File: src/include/tpi_pkg.sv
package tpi_pkg;

  // clock and internal timebase
  localparam int CLK_NS   = 25;              // mclk period, 40 MHz
  localparam int TICK_US  = 1000;            // one timebase tick, in us
  localparam int TICK_CYC = TICK_US * 1000 / CLK_NS;
  localparam int FAIL_S   = 10;              // loop failure alarm delay, s
  localparam int TMR_W    = 16;

  // reset values of the settings, in ticks
  localparam logic [15:0] WAIT_RST = 16'h0014;
  localparam logic [15:0] HOLD_RST = 16'h0064;
  localparam logic [15:0] OZD_RST  = 16'h000a;
  localparam logic [15:0] FAIL_RST = 16'(FAIL_S * 1000000 / TICK_US);

  // register byte offsets
  localparam logic [7:0] OFS_CTRL = 8'h00;
  localparam logic [7:0] OFS_STS  = 8'h04;
  localparam logic [7:0] OFS_MASK = 8'h08;
  localparam logic [7:0] OFS_LIVE = 8'h0c;
  localparam logic [7:0] OFS_WAIT = 8'h10;
  localparam logic [7:0] OFS_HOLD = 8'h14;
  localparam logic [7:0] OFS_OZD  = 8'h18;
  localparam logic [7:0] OFS_FAIL = 8'h1c;

  // control register fields
  localparam int CTRL_EN   = 0;
  localparam int CTRL_MODE = 1;              // two bits, 2:1
  localparam int CTRL_POL  = 3;

  // event bits of status and mask
  localparam int EV_FAIL  = 0;
  localparam int EV_OZ    = 1;
  localparam int EV_TB    = 2;
  localparam int EV_STAGE = 3;
  localparam int EV_W     = 4;

  typedef enum logic [1:0] {
    TPI_OFF   = 2'b00,
    TPI_PILOT = 2'b01,
    TPI_REVIL = 2'b10,
    TPI_BLOCK = 2'b11
  } tpi_mode_t;

  typedef enum logic [1:0] {
    TB_IDLE = 2'b00,
    TB_ACT  = 2'b01,
    TB_HOLD = 2'b10
  } tpi_tb_t;

  // decisions of the distance function, same clock domain
  typedef struct packed {
    logic pickup;
    logic fwd_ovr;
    logic rev_fault;
    logic z1_trip;
    logic stage_trip;
  } tpi_prot_t;

  typedef struct packed {
    logic send;
    logic oz_trip;
    logic stage_trip;
    logic alarm;
  } tpi_out_t;

endpackage : tpi_pkg

File: src/hw/tpi_core.sv
`timescale 1ns/1ps
// Overview of operation
// RL1: in pilot mode, pickup asserts transmit, opening the loop contact.
// RL2: fault found inside overreach zone drops transmit, reclosing the loop.
// RL3: receive input is active low; deenergized loop blocks overreach trip.
// RL4: both ends reclosed and loop energized releases overreach tripping.
// RL5: loop open continuously 10 s raises alarm and blocks pilot supplement.
// RL6: first zone and other stages trip independent of pilot state.
// RL7: overreach trip waits a short settable delay.
// RL8: reverse interlock blocks overreach zone while downstream pickup received.
// RL9: reverse interlock block is stretched by the hold time after drop.
// RL10: reverse interlock supports blocking and release polarity.
// RL11: reverse fault within wait time inhibits transmit and zone release.
// RL12: transient inhibit lasts hold time after criterion resets.
// RL13: first-zone trip ends the transient hold at once.
// RL14: in permissive mode transient blocking inhibits transmit and receive.
// RL15: in blocking scheme transient blocking stretches the received block.
// RL16: stretch only when block was present at least the wait time.
// RL17: all delays count a fixed tick with settable terminal counts.
module tpi_core #(
  parameter int TICK_CYC = tpi_pkg::TICK_CYC
) (
  input  wire logic                mclk,
  input  wire logic                sys_rst,
  input  wire logic                ce,
  input  wire logic [31:0]         haddr,
  input  wire logic                hsel,
  input  wire logic [1:0]          htrans,
  input  wire logic                hwrite,
  input  wire logic [2:0]          hsize,
  input  wire logic [31:0]         hwdata,
  input  wire logic                hready,
  output logic [31:0]              hrdata,
  output logic                     hreadyout,
  output logic                     hresp,
  input  wire tpi_pkg::tpi_prot_t  prot,
  input  wire logic                tele_receive_in,
  output tpi_pkg::tpi_out_t        tout,
  output logic                     irq
);

  typedef struct packed {
    logic                       en;
    tpi_pkg::tpi_mode_t         mode;
    logic                       rel_pol;
    logic [tpi_pkg::EV_W-1:0]   sts;
    logic [tpi_pkg::EV_W-1:0]   msk;
    logic [15:0]                wait_tc;
    logic [15:0]                hold_tc;
    logic [15:0]                ozd_tc;
    logic [15:0]                fail_tc;
    logic [15:0]                tick_cnt;
    logic                       dp_wr;
    logic [7:0]                 dp_addr;
    logic [31:0]                rdata;
    logic [15:0]                fail_cnt;
    logic [15:0]                wait_cnt;
    tpi_pkg::tpi_tb_t           tb;
    logic [15:0]                tb_cnt;
    logic                       blk_q;
    logic [15:0]                blk_pres;
    logic [15:0]                blk_hold;
    logic [15:0]                ozd_cnt;
    logic [tpi_pkg::EV_W-1:0]   ev_q;
    tpi_pkg::tpi_out_t          out;
    logic                       irq;
  } tpi_state_t;

  tpi_state_t st;
  tpi_state_t next_st;
  logic       rx;
  logic       tick;
  logic       pil;
  logic       rvl;
  logic       bsch;
  logic       tb_inh;
  logic       window;
  logic       blk_raw;
  logic       blk_ext;
  logic       release_oz;
  logic       take;
  logic [tpi_pkg::EV_W-1:0] ev_now;
  logic [tpi_pkg::EV_W-1:0] w1c;

  // saturating tick counter step
  function automatic logic [15:0] tick_inc(input logic [15:0] v,
                                           input logic        en);
    return (en && v != 16'hffff) ? v + 16'h0001 : v;
  endfunction : tick_inc

  // register read mux
  function automatic logic [31:0] rd_mux(input tpi_state_t s,
                                         input logic [7:0] a,
                                         input logic [6:0] live);
    case (a)
      tpi_pkg::OFS_CTRL: rd_mux = {28'h0, s.rel_pol, s.mode, s.en};
      tpi_pkg::OFS_STS:  rd_mux = {28'h0, s.sts};
      tpi_pkg::OFS_MASK: rd_mux = {28'h0, s.msk};
      tpi_pkg::OFS_LIVE: rd_mux = {25'h0, live};
      tpi_pkg::OFS_WAIT: rd_mux = {16'h0, s.wait_tc};
      tpi_pkg::OFS_HOLD: rd_mux = {16'h0, s.hold_tc};
      tpi_pkg::OFS_OZD:  rd_mux = {16'h0, s.ozd_tc};
      tpi_pkg::OFS_FAIL: rd_mux = {16'h0, s.fail_tc};
      default:           rd_mux = 32'h0;
    endcase
  endfunction : rd_mux

  // receive pin comes from the loop, outside the clock domain
  tpi_sync u_rx_sync (
    .mclk    (mclk),
    .sys_rst (sys_rst),
    .ce      (ce),
    .d       (tele_receive_in),
    .q       (rx)
  );

  // decoded state shared by the next-state logic and the checks
  assign tick   = (st.tick_cnt == 16'(TICK_CYC - 1)); // RL17
  assign pil    = st.en && st.mode == tpi_pkg::TPI_PILOT;
  assign rvl    = st.en && st.mode == tpi_pkg::TPI_REVIL;
  assign bsch   = st.en && st.mode == tpi_pkg::TPI_BLOCK;
  assign tb_inh = st.tb != tpi_pkg::TB_IDLE; // RL12
  assign window = prot.pickup && st.wait_cnt < st.wait_tc; // RL11
  // release mode: series NC contacts, energized means no block
  assign blk_raw = rvl ? (rx ^ st.rel_pol) : (bsch & rx); // RL10
  assign blk_ext = blk_raw || st.blk_hold != 16'h0; // RL9 RL15
  // pilot: energized loop releases unless failed or transient-blocked
  always_comb begin
    if (pil) begin
      release_oz = rx && !st.out.alarm && !tb_inh; // RL3 RL4 RL5 RL14
    end else if (rvl || bsch) begin
      release_oz = !blk_ext; // RL8
    end else begin
      release_oz = 1'b0;
    end
  end
  assign take = hsel && hready && htrans[1] && hsize == 3'b010;
  assign ev_now = {st.out.stage_trip, tb_inh, st.out.oz_trip,
                   st.out.alarm};
  assign w1c = (st.dp_wr && st.dp_addr == tpi_pkg::OFS_STS)
             ? hwdata[tpi_pkg::EV_W-1:0] : '0;

  // one next-state process for the whole block
  always_comb begin
    next_st = st;
    // fixed timebase tick
    next_st.tick_cnt = tick ? 16'h0 : st.tick_cnt + 16'h0001; // RL17

    // bus slave: address phase captured, write lands in data phase
    next_st.dp_wr = take && hwrite;
    next_st.dp_addr = haddr[31:8] == 24'h0 ? haddr[7:0] : 8'hff;
    if (take && !hwrite) begin
      next_st.rdata = rd_mux(st, haddr[31:8] == 24'h0 ? haddr[7:0]
                             : 8'hff, {rx, tb_inh, blk_ext, release_oz,
                             st.out.alarm, st.out.send, st.out.oz_trip});
    end
    if (st.dp_wr) begin
      case (st.dp_addr)
        tpi_pkg::OFS_CTRL: begin
          next_st.en = hwdata[tpi_pkg::CTRL_EN];
          next_st.mode = tpi_pkg::tpi_mode_t'(
                         hwdata[tpi_pkg::CTRL_MODE +: 2]);
          next_st.rel_pol = hwdata[tpi_pkg::CTRL_POL];
        end
        tpi_pkg::OFS_MASK: next_st.msk = hwdata[tpi_pkg::EV_W-1:0];
        tpi_pkg::OFS_WAIT: next_st.wait_tc = hwdata[15:0];
        tpi_pkg::OFS_HOLD: next_st.hold_tc = hwdata[15:0];
        tpi_pkg::OFS_OZD:  next_st.ozd_tc = hwdata[15:0];
        tpi_pkg::OFS_FAIL: next_st.fail_tc = hwdata[15:0];
        default: next_st.en = st.en;
      endcase
    end

    // loop failure supervision: a pickup outside the overreach zone opens the loop briefly
    if (pil && !rx) begin
      next_st.fail_cnt = tick_inc(st.fail_cnt, tick); // RL5
    end else begin
      next_st.fail_cnt = 16'h0;
    end
    next_st.out.alarm = pil && !rx && st.fail_cnt >= st.fail_tc; // RL5

    // wait window runs from pickup
    next_st.wait_cnt = prot.pickup ? tick_inc(st.wait_cnt, tick)
                                   : 16'h0; // RL11

    // transient blocking for the permissive pilot scheme
    case (st.tb)
      tpi_pkg::TB_IDLE: begin
        next_st.tb_cnt = 16'h0;
        if (pil && prot.rev_fault && window) begin
          next_st.tb = tpi_pkg::TB_ACT; // RL11
        end
      end
      tpi_pkg::TB_ACT: begin
        if (!pil) begin
          next_st.tb = tpi_pkg::TB_IDLE;
        end else if (!prot.rev_fault) begin
          next_st.tb = prot.z1_trip ? tpi_pkg::TB_IDLE
                                    : tpi_pkg::TB_HOLD; // RL12 RL13
        end
      end
      tpi_pkg::TB_HOLD: begin
        next_st.tb_cnt = tick_inc(st.tb_cnt, tick); // RL12
        if (!pil || prot.z1_trip) begin
          next_st.tb = tpi_pkg::TB_IDLE; // RL13
        end else if (prot.rev_fault && window) begin
          next_st.tb = tpi_pkg::TB_ACT;
        end else if (st.tb_cnt >= st.hold_tc) begin
          next_st.tb = tpi_pkg::TB_IDLE; // RL12
        end
      end
      default: next_st.tb = tpi_pkg::TB_IDLE;
    endcase

    // received block: presence time and stretch after it drops
    next_st.blk_q = blk_raw;
    next_st.blk_pres = blk_raw ? tick_inc(st.blk_pres, tick) : 16'h0;
    if (blk_raw) begin
      next_st.blk_hold = 16'h0;
    end else if (st.blk_q && (rvl || st.blk_pres >= st.wait_tc)) begin
      next_st.blk_hold = st.hold_tc; // RL9 RL15 RL16
    end else if (st.blk_hold != 16'h0 && tick) begin
      next_st.blk_hold = st.blk_hold - 16'h0001;
    end

    // pilot transmit: open on pickup, reclose once fault is inside zone
    next_st.out.send = pil && prot.pickup
                    && (!prot.fwd_ovr || tb_inh); // RL1 RL2 RL14

    // overreach zone delay, restarted whenever release is lost
    if (prot.fwd_ovr && release_oz) begin
      next_st.ozd_cnt = tick_inc(st.ozd_cnt, tick); // RL7
    end else begin
      next_st.ozd_cnt = 16'h0;
    end
    next_st.out.oz_trip = prot.fwd_ovr && release_oz
                       && st.ozd_cnt >= st.ozd_tc; // RL4 RL7 RL8
    // graded stages never depend on the pilot link
    next_st.out.stage_trip = prot.z1_trip || prot.stage_trip; // RL6

    // sticky events, a new event wins over a write-one clear
    next_st.ev_q = ev_now;
    next_st.sts = (st.sts & ~w1c) | (ev_now & ~st.ev_q);
    next_st.irq = |(next_st.sts & next_st.msk);
  end

  // single state register; ce low freezes everything
  always_ff @(posedge mclk) begin
    if (sys_rst) begin
      st <= '0;
      st.wait_tc <= tpi_pkg::WAIT_RST;
      st.hold_tc <= tpi_pkg::HOLD_RST;
      st.ozd_tc <= tpi_pkg::OZD_RST;
      st.fail_tc <= tpi_pkg::FAIL_RST;
    end else if (ce) begin
      st <= next_st;
    end
  end

  // zero wait states while running; a frozen block stalls the bus
  assign hreadyout = ce;
  assign hresp = 1'b0;
  assign hrdata = st.rdata;
  assign tout = st.out;
  assign irq = st.irq;
endmodule : tpi_core

File: src/hw/tpi_sync.sv
`timescale 1ns/1ps
module tpi_sync (
  input  wire logic mclk,
  input  wire logic sys_rst,
  input  wire logic ce,
  input  wire logic d,
  output logic      q
);

  typedef struct packed {
    logic [2:0] s;
    logic       q;
  } tpi_sync_t;

  tpi_sync_t st;
  tpi_sync_t next_st;

  // three stages; output follows only when stages two and three agree
  always_comb begin
    next_st = st;
    next_st.s = {st.s[1:0], d};
    if (st.s[1] == st.s[2]) begin
      next_st.q = st.s[2];
    end
  end

  // loop reads deenergized after reset, the safe blocking state
  always_ff @(posedge mclk) begin
    if (sys_rst) begin
      st <= '0;
    end else if (ce) begin
      st <= next_st;
    end
  end

  assign q = st.q;

endmodule : tpi_sync

File: config.mk
export PLATFORM = sky130hd
export DESIGN_NAME = tpi_core
export DESIGN_NICKNAME = d
export VERILOG_FILES = /design/src/include/tpi_pkg.sv /design/src/hw/tpi_core.sv /design/src/hw/tpi_sync.sv
export SDC_FILE = /design/constraint.sdc
export NUM_CORES = 1
export LEC_CHECK = 0
export ABC_AREA = 1
export BUFFER_PORTS_ARGS = -buffer_cell sky130_fd_sc_hd__buf_2
export CAP_MARGIN = 0
export CORE_ASPECT_RATIO = 2
export CORE_MARGIN = 2
export CORE_UTILIZATION = 35
export CTS_CLUSTER_DIAMETER = 120
export CTS_CLUSTER_SIZE = 14
export DETAILED_ROUTE_END_ITERATION = 10
export GPL_ROUTABILITY_DRIVEN = 0
export GPL_TIMING_DRIVEN = 0
export SETUP_SLACK_MARGIN = 0.15
export SYNTH_ARGS = -nofsm -noshare
export SYNTH_HDL_FRONTEND = slang
export SYNTH_SLANG_ARGS = --single-unit
export TNS_END_PERCENT = 5
File: constraint.sdc
create_clock -name mclk -period 3.11 [get_ports mclk]
set_clock_uncertainty 0.2 [all_clocks]
set_input_delay 0 -clock mclk [delete_from_list [all_inputs] [get_ports mclk]]
set_output_delay 0 -clock mclk [all_outputs]
set_load 0.01 [all_outputs]
* After elaboration in Yosys (flattened, before gate mapping)
Index checks and enable logic that the tools add are counted.
W data, S select, Z words.
** Word-level totals
- Word-level logic and storage cells :: 181
- Bits in registers :: 245
** Operators by class
- Add/sub/neg operators :: 7
- Equal/unequal tests :: 34
- Bitwise operators :: 8
- Order comparisons :: 5
- Multiplexer cells :: 34
- Reduce and logical (&&, ||, !) cells :: 64
** Operator list (count)
- $mux W16 :: 17
- $pmux W16 S8 :: 1
- $add A16 B1 Y16 const B :: 6
- $ne A16 B16 Y1 const B :: 5
- $mux W68 :: 1
- $eq A8 B5 Y1 const B :: 8
- $ge A16 B16 Y1 :: 4
- $pmux W16 S2 :: 1
- $logic_and A1 B1 Y1 :: 28
- $eq A8 B4 Y1 const B :: 3
- $logic_not A24 Y1 :: 1
- $reduce_and A3 Y1 :: 6
- $eq A16 B16 Y1 const B :: 1
- $eq A8 B3 Y1 const B :: 2
- $logic_not A8 Y1 :: 2
- $lt A16 B16 Y1 :: 1
- $reduce_bool A16 Y1 :: 1
- $sub A16 B1 Y16 const B :: 1
- $mux W2 :: 7
- $reduce_and A2 Y1 :: 7
- $and A4 B4 Y4 :: 3
- $mux W4 :: 2
- $mux W8 :: 1
- $ne A2 B1 Y1 const B :: 4
- 20 further kinds :: 39

* Longest topological paths before layout
Gate-level depths: netlist of the first run.
- Word-level depth :: 11
- Gate-level depth with buffers :: 16

* By module
Synthesis of the first run repeated with hierarchy kept, for this count alone.
** Unflattened totals
- Cell total of the unflattened synthesis :: 1954
- Area, all modules :: 13434.1 um2
** Modules (own cells, without submodules)
- tpi_core :: sequential area each 4504.3 um2, area an instance 13272.7 um2, instances 1, cells each 1932
- tpi_sync :: sequential area each 80.1 um2, area an instance 161.4 um2, instances 1, cells each 22

* Worst setup path before layout of the first run
No wires, ideal clock.
- Kind :: register to register
- Start point :: register st[216] in the netlist's numbering
- End point :: register st[35] in the netlist's numbering
- Slack :: 952 ps
- Arrival :: 1887 ps
- Period minus slack after synthesis :: 2158 ps
- Cell stages (with the launch flop) :: 14
- Required time :: 2839 ps
- Cells stage by stage :: dfxtp_1 -> inv_1 -> ha_1 -> a21o_1 -> o21ai_0 -> nand2_1 -> nand2_1 -> nand4_1 -> nand2_1 -> nand2_1 -> nand2_1 -> clkbuf_1 -> nand2_1 -> a21oi_1
** On the way
- Word-level cells in the longest chain between the ends :: 5
** RTL lines
- start: declaration :: line tpi_core.sv:69 : tpi_state_t st;
- start signal: assignment :: line tpi_core.sv:256 : st <= next_st;
- $ge A16 B16 Y1 * :: line tpi_core.sv:220 : end else if (st.blk_q && (rvl || st.blk_pres >= st.wait_tc)) begin
- $logic_or A1 B1 Y1 * :: line tpi_core.sv:220
- $logic_and A1 B1 Y1 * :: line tpi_core.sv:220
- $reduce_bool A3 Y1 (no source line) / $mux W16 (equally long branches)
- $reduce_and A2 Y1 (no source line) / $mux W16 (equally long branches)
Mark *: on every way between the ends. The rest lies on a longest branch, timed or not.
A chain may end at the register's enable or synchronous reset.

==> load_flow_metrics.sql, run 1 <==
INSERT INTO impl_metrics (metric_group, metric, value, unit) VALUES
('place', 'numPlacedInstances', '2502', ''),
('floorplanning', 'die_w', '143', 'µm'),
('sta', 'finalSetupViolCount', '0', ''),
('synthesis', 'synth_enable_flop_cells', '0', ''),
('global_routing', 'maximum_number_of_pins_on_one_net_before_global_route_repair', '15', ''),
('synthesis', 'synth_cell_types', '51', ''),
('setup_path', 'timing.critical_path.fanout_max', '10', ''),
('status', 'outcome', 'finished, final reports clean', ''),
('setup_path', 'reg2reg_depth', '15', ''),
('sta', 'fin_tns_setup', '0', 'ps'),
('floorplanning', 'overall_die_height', '281', 'µm'),
('hold_path', 'timing.hold.worst_path_depth', '4', ''),
('synthesis', 'synth.yosys.seq_area_share', '0.340', ''),
('detailed_routing', 'routed_wirelength', '47300', 'µm'),
('place', 'buffer_ports.inserted', '84', ''),
('clock_network', 'post_cts.repair.setup_buffers', '0', ''),
('detailed_routing', 'dr.first_iter.drc_count', '1015', ''),
('flow_run', 'drv_cap', '0', ''),
('clock_network', 'clock_path_buffers', '3', ''),
('floorplanning', 'design.die.area', '0.0401', 'mm²'),
('sta', 'maxClockFrequency', '0.330', 'GHz'),
('clock_network', 'clock_latency', '530', 'ps'),
('sta', 'transition_time_at_the_pin_with_the_least_slew_margin', '1150', 'ps'),
('synthesis', 'synthesis.area_per_instance', '6.94', 'µm²'),
('cells_and_area', 'multi_input_comb_area', '0.00750', 'mm²'),
('clock_network', 'clkSlewWorstSetupHoldPaths', '70', 'ps'),
('global_routing', 'global_route.usage.total', '0.235', ''),
('synthesis', 'number_of_warnings_issued_by_yosys', '0', ''),
('cells_and_area', 'seq_area', '0.00458', 'mm²'),
('synthesis', 'synthArstFlopShare', '0', ''),
('sta', 'final_worst_path_period_need', '3030', 'ps'),
('synthesis', 'synth.cell_area', '0.0135', 'mm²'),
('sta', 'timing.max_slew.rel_slack', '0.230', ''),
('synthesis', 'postSynthCellCount', '1939', ''),
('clock_network', 'numCtsBuffers', '20', ''),
('synthesis', 'synthTopCellsByArea', 'sky130_fd_sc_hd__dfxtp_1 (34%), sky130_fd_sc_hd__nand2_1 (10%), sky130_fd_sc_hd__ha_1 (8.1%)', ''),
('power', 'powerDensity', '370', 'mW/mm²'),
('setup_path', 'start_kind', 'input port', ''),
('power', 'highest_ir_drop_seen_on_vdd', '0.362', 'mV'),
('setup_path', 'crit_required', '3360', 'ps'),
('clock_network', 'clock_tree.root_cell', 'sky130_fd_sc_hd__clkbuf_16', ''),
('setup_path', 'criticalPathCategory', 'in -> reg', ''),
('setup_path', 'cp_data_arrival_time', '3280', 'ps'),
('floorplanning', 'placeableCoreArea', '0.0379', 'mm²'),
('sta', 'final-hold-violation-count', '0', ''),
('cells_and_area', 'layout.core_utilization', '0.410', ''),
('detailed_routing', 'firstDrtPassIters', '6', ''),
('cells_and_area', 'drive_above_1_share', '0.101', ''),
('cells_and_area', 'flow.area_growth_from_synthesis', '15.4', '%'),
('floorplanning', 'core.rowCount', '101', ''),
('floorplanning', 'initial_util', '0.355', ''),
('sta', 'hold-worst-slack', '61.8', 'ps'),
('clock_network', 'cts_num_sinks', '229', ''),
('sta', 'slew_violations', '0', ''),
('floorplanning', 'top_level_ports', '120', ''),
('detailed_routing', 'via_count', '13800', ''),
('place', 'pre_cts_slack', '108', 'ps'),
('sta', 'setup_ws', '79.0', 'ps'),
('cells_and_area', 'post_layout_nonfiller_instances', '2571', ''),
('sta', 'grt_setup_unrepaired', 'true', ''),
('place', 'place_hpwl', '38100', 'µm'),
('global_routing', 'antenna_found_initial', '0', ''),
('synthesis', 'ys_dominant_reg_cell', 'sky130_fd_sc_hd__dfxtp_1', ''),
('global_routing', 'grt_pass1_wl', '72400', 'µm'),
('clock_network', 'cts.htree.levels', '1', ''),
('global_routing', 'globalRouteOverflowTotal', '0', ''),
('clock_network', 'cts_tree', 'built', ''),
('synthesis', 'synth_top_cell_by_area', 'sky130_fd_sc_hd__dfxtp_1', ''),
('detailed_routing', 'wl_per_cell', '18.4', 'µm'),
('setup_path', 'end_kind', 'register', ''),
('detailed_routing', 'routed_via_density', '5.35', ''),
('hold_path', 'hp-class', 'in -> reg', ''),
('cells_and_area', 'num_antenna_cells', '0', ''),
('power', 'total_leakage_power', '6.70', 'nW'),
('cells_and_area', 'final_nets', '2276', ''),
('sta', 'timing.final.crit_share', '0.975', ''),
('synthesis', 'yosysTopAreaCellShare', '0.340', ''),
('detailed_routing', 'drc_errors', '0', ''),
('global_routing', 'grt_pass1_vias', '13500', ''),
('synthesis', 'synth_seq_cells', '229', ''),
('cells_and_area', 'fill_cells', '4054', ''),
('detailed_routing', 'ant_nets', '0', '');
[synthesized netlist by cell type, types with 5 or more instances]
cell type                  count
sky130_fd_sc_hd__o21ai_1      16
sky130_fd_sc_hd__xor2_1       30
sky130_fd_sc_hd__nor3b_1       5
sky130_fd_sc_hd__nor2_1      183
sky130_fd_sc_hd__a21oi_1     192
sky130_fd_sc_hd__dfxtp_1     229
sky130_fd_sc_hd__buf_6         5
sky130_fd_sc_hd__a31oi_1      12
sky130_fd_sc_hd__o21ai_0     138
sky130_fd_sc_hd__o21bai_1      9
sky130_fd_sc_hd__nand3_1     149
sky130_fd_sc_hd__nor3_1       49
sky130_fd_sc_hd__inv_2        10
sky130_fd_sc_hd__ha_1         87
sky130_fd_sc_hd__a21o_1        5
sky130_fd_sc_hd__xnor2_1       7
sky130_fd_sc_hd__nand2_1     361
sky130_fd_sc_hd__nand4_1      41
sky130_fd_sc_hd__a211oi_1      7
sky130_fd_sc_hd__nor4_1       14
sky130_fd_sc_hd__inv_1       220
sky130_fd_sc_hd__o211ai_1     15
sky130_fd_sc_hd__clkbuf_1     44
sky130_fd_sc_hd__nand2_2       6
sky130_fd_sc_hd__o21a_1        6
sky130_fd_sc_hd__buf_4        43
sky130_fd_sc_hd__buf_2         8
sky130_fd_sc_hd__nor2_2       11
[worst max-delay path, stage by stage]
cell and delay (ps):
sky130_fd_sc_hd__dlygate4sd3_1 540, sky130_fd_sc_hd__buf_2 150, sky130_fd_sc_hd__buf_2 260, sky130_fd_sc_hd__inv_1 160, sky130_fd_sc_hd__clkbuf_1 790, sky130_fd_sc_hd__clkbuf_1 630
sky130_fd_sc_hd__nor3_1 80, sky130_fd_sc_hd__dlygate4sd3_1 590, sky130_fd_sc_hd__nor2_1 80
[worst paths after layout]
check / from / to / slack, ps
worst max-delay path: ce / tout[1]$_SDFFE_PP0P_ / 80
worst min-delay path: tele_receive_in / u_rx_sync.next_st[2]$_SDFFE_PP0P_ / 60
worst max register to register: st[218]$_SDFFE_PP0P_ / st[39]$_SDFFE_PP0P_ / 160
worst min register to register: hrdata[7]$_SDFFE_PP0P_ / hrdata[7]$_SDFFE_PP0P_ / 270
[flip-flops by register name (all words and copies together) (netlist names)]
name and flops:
st 204, irq 1, u_rx_sync.st 1, tout 4, u_rx_sync.next_st 2, hrdata 16
u_rx_sync.q 1
[timing repair]
action	4_1_cts	5_1_grt
resized for setup	2	3
hold endpoints to repair	119	0
setup endpoints to repair	14	33
hold buffers	47	0
[layer usage]
metal  track usage  up-vias  wire length, µm
li1              -     6748                -
met1         0.220     6343            15500
met2         0.432      494            24100
met3        0.0217      181             2170
met4         0.229        0             5480
met5             0        -                0
[power breakdown]
part	total, mW	internal [mW]	switching [mW]	leakage [nW]
combinational	0.416	0.145	0.271	4.58
sequential	2.99	2.96	0.0265	1.85
clock	2.35	1.20	1.15	0.265
[logic make-up after synthesis]
| kind of cell | after synthesis | share of synthesized area |
|---|---|---|
| AOI/OAI and AO/OA | 415 | 0.167 |
| xor gates and xnor gates | 37 | 0.0241 |
| adders and majority gates | 87 | 0.0808 |
| buffers and inverters | 331 | 0.108 |
| DFF | 229 | 0.340 |
| other | 1 | 0.000279 |
| and+or+nand+nor | 839 | 0.279 |
[layout by cell type, fill, tap and decap left out, types with 3 or more instances in the layout]
cell and count:
sky130_fd_sc_hd__o21ai_0 138, sky130_fd_sc_hd__nand3_1 149, sky130_fd_sc_hd__nor2_8 4, sky130_fd_sc_hd__conb_1 17, sky130_fd_sc_hd__nor2_2 12, sky130_fd_sc_hd__xor2_1 30
sky130_fd_sc_hd__nor3_2 5, sky130_fd_sc_hd__nand4_1 41, sky130_fd_sc_hd__nor4_1 14, sky130_fd_sc_hd__o21bai_1 9, sky130_fd_sc_hd__buf_4 43, sky130_fd_sc_hd__nor2_1 182
sky130_fd_sc_hd__a211oi_1 7, sky130_fd_sc_hd__nor3_1 48, sky130_fd_sc_hd__a21oi_2 3, sky130_fd_sc_hd__inv_1 220, sky130_fd_sc_hd__inv_2 10, sky130_fd_sc_hd__o21a_1 6
sky130_fd_sc_hd__dlygate4sd3_1 47, sky130_fd_sc_hd__a21o_1 5, sky130_fd_sc_hd__clkbuf_1 42, sky130_fd_sc_hd__dfxtp_1 229, sky130_fd_sc_hd__nand2_1 361, sky130_fd_sc_hd__a21oi_1 192
sky130_fd_sc_hd__o21ai_1 16, sky130_fd_sc_hd__nor3b_1 5, sky130_fd_sc_hd__buf_2 92, sky130_fd_sc_hd__a31oi_1 12, sky130_fd_sc_hd__clkbuf_16 21, sky130_fd_sc_hd__ha_1 87
sky130_fd_sc_hd__buf_6 5, sky130_fd_sc_hd__o211ai_1 15, sky130_fd_sc_hd__xnor2_1 7, sky130_fd_sc_hd__nand2_2 6
[through the flow]
| stage | total power, mW | area (µm²) |
|---|---|---|
| global route | 5.93 | 15500 |
| finish | 5.75 | 15500 |
| floorplan | 3.25 | 13500 |
| detailed placement | 3.42 | 14500 |
| global placement | 3.42 | 14500 |
| CTS | 5.78 | 15500 |
[cell type report]
cell class | count | area share
clock buffers | 21 | 0.0338
inverters | 231 | 0.0558
repair buffers | 131 | 0.0573
flip-flops and latches | 229 | 0.295
multi-input cells | 1395 | 0.482
clock inverters | 1 | 0.000725
plain buffers | 100 | 0.0378
well taps | 463 | 0.0373
Note: power is estimated with default switching activity, not from simulation.
==> run 2, diff against run 1 <==
--- a/config.mk
+++ b/config.mk
@@ -8,7 +8,6 @@
 export ABC_AREA = 1
 export BUFFER_PORTS_ARGS = -buffer_cell sky130_fd_sc_hd__buf_2
 export CAP_MARGIN = 0
-export CORE_ASPECT_RATIO = 2
 export CORE_MARGIN = 2
 export CORE_UTILIZATION = 35
 export CTS_CLUSTER_DIAMETER = 120
==> constraint.sdc (replaced) <==
create_clock -name mclk -period 3.11 [get_ports mclk]
set_clock_uncertainty 0.2 [all_clocks]
set_input_delay 0.622 -clock mclk [delete_from_list [all_inputs] [get_ports mclk]]
set_output_delay 0.622 -clock mclk [all_outputs]
set_load 0.01 [all_outputs]
==> run 2 against run 1 <==
Sequential share of layout area grew 0.80 points. Die area down 0.24%. Clock power hardly changed. Non-clock buffer count is 47 lower. Largest power group unchanged. Critical path type unchanged. Flip-flop and latch count stayed put. Fmax fell by 0.81%. Hold slack gained 61 ps. Sequential power hardly changed. Largest cell class unchanged. Critical path depth is 2 lower. Final cell count is essentially flat. Highest routed layer unchanged.
==> load_flow_metrics.sql, run 2 (synthesis results as in run 1) <==
INSERT INTO impl_metrics (metric_group, metric, value, unit) VALUES
('setup_path', 'criticalPathCategory', 'in -> reg', ''),
('clock_network', 'cts-hold-fix-buffers', '0', ''),
('floorplanning', 'core.rowCount', '71', ''),
('sta', 'slew_violations', '0', ''),
('cells_and_area', 'final_nets', '2229', ''),
('power', 'highest_ir_drop_seen_on_vdd', '0.315', 'mV'),
('clock_network', 'clkSlewWorstSetupHoldPaths', '70', 'ps'),
('power', 'powerDensity', '375', 'mW/mm²'),
('cells_and_area', 'num_antenna_cells', '0', ''),
('setup_path', 'cp_data_arrival_time', '3290', 'ps'),
('sta', 'grt_setup_unrepaired', 'true', ''),
('flow_run', 'drv_cap', '0', ''),
('cells_and_area', 'layout.core_utilization', '0.401', ''),
('cells_and_area', 'fill_cells', '4014', ''),
('setup_path', 'cp.depth', '7', ''),
('setup_path', 'critical_path_buf_inv_count', '4', ''),
('sta', 'transition_time_at_the_pin_with_the_least_slew_margin', '1220', 'ps'),
('setup_path', 'start_kind', 'input port', ''),
('setup_path', 'critical-path-top-cell-by-count', 'sky130_fd_sc_hd__buf_2', ''),
('sta', 'final-hold-violation-count', '0', ''),
('setup_path', 'end_kind', 'register', ''),
('global_routing', 'grt_pass1_wl', '67000', 'µm'),
('clock_network', 'clock_latency', '510', 'ps'),
('detailed_routing', 'dr.first_iter.drc_count', '1112', ''),
('global_routing', 'antenna_found_initial', '0', ''),
('global_routing', 'grt_pass1_vias', '12200', ''),
('setup_path', 'cell_family_with_most_cp_delay', 'simple AND/OR/NAND/NOR gates', ''),
('sta', 'final_worst_path_period_need', '3060', 'ps'),
('global_routing', 'global_route.usage.total', '0.208', ''),
('hold_path', 'timing.hold.worst_path_depth', '3', ''),
('power', 'report.power.total', '5.67', 'mW'),
('clock_network', 'numCtsBuffers', '20', ''),
('floorplanning', 'placeableCoreArea', '0.0378', 'mm²'),
('floorplanning', 'overall_die_height', '200', 'µm'),
('hold_path', 'hp-class', 'in -> reg', ''),
('clock_network', 'cts_num_sinks', '229', ''),
('detailed_routing', 'routed_wirelength', '43100', 'µm'),
('place', 'buffer_ports.inserted', '84', ''),
('global_routing', 'maximum_number_of_pins_on_one_net_before_global_route_repair', '15', ''),
('detailed_routing', 'ant_nets', '0', ''),
('setup_path', 'reg2reg_depth', '14', ''),
('cells_and_area', 'layout.cells.most_common', 'sky130_fd_sc_hd__nand2_1', ''),
('setup_path', 'timing.critical_path.fanout_max', '10', ''),
('floorplanning', 'die_w', '200', 'µm'),
('setup_path', 'critical_path_cell_by_cell', 'buf_2 > buf_2 > inv_1 > clkbuf_1 > nor3_1 > nand2_1 > a21oi_1', ''),
('power', 'total_leakage_power', '6.49', 'nW'),
('setup_path', 'max_stage_delay', '1080', 'ps'),
('floorplanning', 'initial_util', '0.357', ''),
('cells_and_area', 'layout_common_cells', 'sky130_fd_sc_hd__nand2_1 (361), sky130_fd_sc_hd__dfxtp_1 (229), sky130_fd_sc_hd__inv_1 (220)', ''),
('place', 'place_hpwl', '34100', 'µm'),
('cells_and_area', 'number_of_flip_flops_in_the_largest_register', '204', ''),
('clock_network', 'clock_path_buffers', '3', ''),
('floorplanning', 'top_level_ports', '120', ''),
('clock_network', 'clock_tree.root_cell', 'sky130_fd_sc_hd__clkbuf_16', ''),
('sta', 'timing.final.crit_share', '0.983', ''),
('detailed_routing', 'wl_per_cell', '16.8', 'µm'),
('cells_and_area', 'drive_above_1_share', '0.101', ''),
('sta', 'timing.max_slew.rel_slack', '0.180', ''),
('detailed_routing', 'firstDrtPassIters', '5', ''),
('clock_network', 'cts_resized', '0', ''),
('status', 'outcome', 'finished, final reports clean', ''),
('setup_path', 'cp_slowest_cell', 'sky130_fd_sc_hd__nor3_1', ''),
('sta', 'maxClockFrequency', '0.327', 'GHz'),
('sta', 'finalSetupViolCount', '0', ''),
('cells_and_area', 'largest-register', 'st', ''),
('sta', 'hold-worst-slack', '123', 'ps'),
('global_routing', 'globalRouteOverflowTotal', '0', ''),
('cells_and_area', 'flow.area_growth_from_synthesis', '12.4', '%'),
('clock_network', 'cts_tree', 'built', ''),
('detailed_routing', 'drc_errors', '0', ''),
('clock_network', 'cts.htree.levels', '1', ''),
('detailed_routing', 'routed_via_density', '5.18', ''),
('floorplanning', 'design.die.area', '0.0401', 'mm²'),
('setup_path', 'crit_required', '3350', 'ps'),
('detailed_routing', 'via_count', '13300', ''),
('clock_network', 'post_cts.repair.setup_buffers', '0', '');
run 2: changes by cell type in the layout (fill, tap and decap cells not counted):
cell                            delta
sky130_fd_sc_hd__nor2_1            +1
sky130_fd_sc_hd__nor2_2            -1
sky130_fd_sc_hd__clkbuf_1          +2
sky130_fd_sc_hd__nor3_1            +1
sky130_fd_sc_hd__clkbuf_2          -2
sky130_fd_sc_hd__nor3_2            -1
sky130_fd_sc_hd__nor4_4            +1
sky130_fd_sc_hd__nor4_2            -1
sky130_fd_sc_hd__dlygate4sd3_1    -47
run 2: cell type report:
| type | count | area [µm²] | share of cell area |
|---|---|---|---|
| clock buffer | 21 | 526 | 0.0347 |
| multi-input combinational | 1395 | 7500 | 0.496 |
| buffer | 100 | 584 | 0.0386 |
| timing repair buffer | 84 | 420 | 0.0278 |
| clock inverter | 1 | 11.3 | 0.000744 |
| inverter | 231 | 867 | 0.0573 |
| tap | 511 | 639 | 0.0423 |
| sequential | 229 | 4580 | 0.303 |
run 2: worst reg2reg max path, cell delays in order, from the launching register on:
cell and delay [ps]:
sky130_fd_sc_hd__dfxtp_1 380, sky130_fd_sc_hd__ha_1 180, sky130_fd_sc_hd__inv_1 60, sky130_fd_sc_hd__nor3_2 290, sky130_fd_sc_hd__inv_2 80, sky130_fd_sc_hd__nor2_1 320
sky130_fd_sc_hd__nand2_1 130, sky130_fd_sc_hd__clkinv_1 200, sky130_fd_sc_hd__o21ai_1 140, sky130_fd_sc_hd__nand2_2 210, sky130_fd_sc_hd__nand2_2 110, sky130_fd_sc_hd__nor2_2 150
sky130_fd_sc_hd__nand3_1 110, sky130_fd_sc_hd__o21ai_1 140, sky130_fd_sc_hd__nor2_1 50
run 2: report_power, final:
part	leakage, nW	switching, mW	total, mW	internal (mW)
registers	1.85	0.0239	2.99	2.96
clock network	0.265	1.12	2.32	1.20
logic	4.37	0.253	0.365	0.112
run 2: worst paths after layout:
kind                             start                       to  slack (ps)
hold reg to reg    st[25]$_SDFFE_PP0P_      st[25]$_SDFFE_PP0P_         270
setup reg to reg  st[149]$_SDFFE_PP0P_      st[88]$_SDFFE_PP0P_         260
hold / removal                 prot[0]     tout[1]$_SDFFE_PP0P_         120
setup / recovery                    ce  hrdata[13]$_SDFFE_PP0P_          50
run 2: through the flow:
step / area (µm²) / worst slack [ps] / TNS (ps) / std cells
after floorplan: 13500 / 787 / 0 / 1955
after global placement: 14600 / -341 / -4000 / 2550
after detailed placement: 14600 / -372 / -4410 / 2550
after CTS: 15100 / 164 / 0 / 2572
after global routing: 15100 / 22.3 / 0 / 2572
final: 15100 / 54.2 / 0 / 2572
run 2: metal layers:
metal | global-route usage | routed length (µm) | vias to the layer above
met5 | 0 | 0 | -
met4 | 0.0677 | 1490 | 0
met3 | 0.0400 | 3240 | 77
met2 | 0.328 | 18600 | 447
met1 | 0.286 | 19800 | 6132
li1 | - | - | 6666
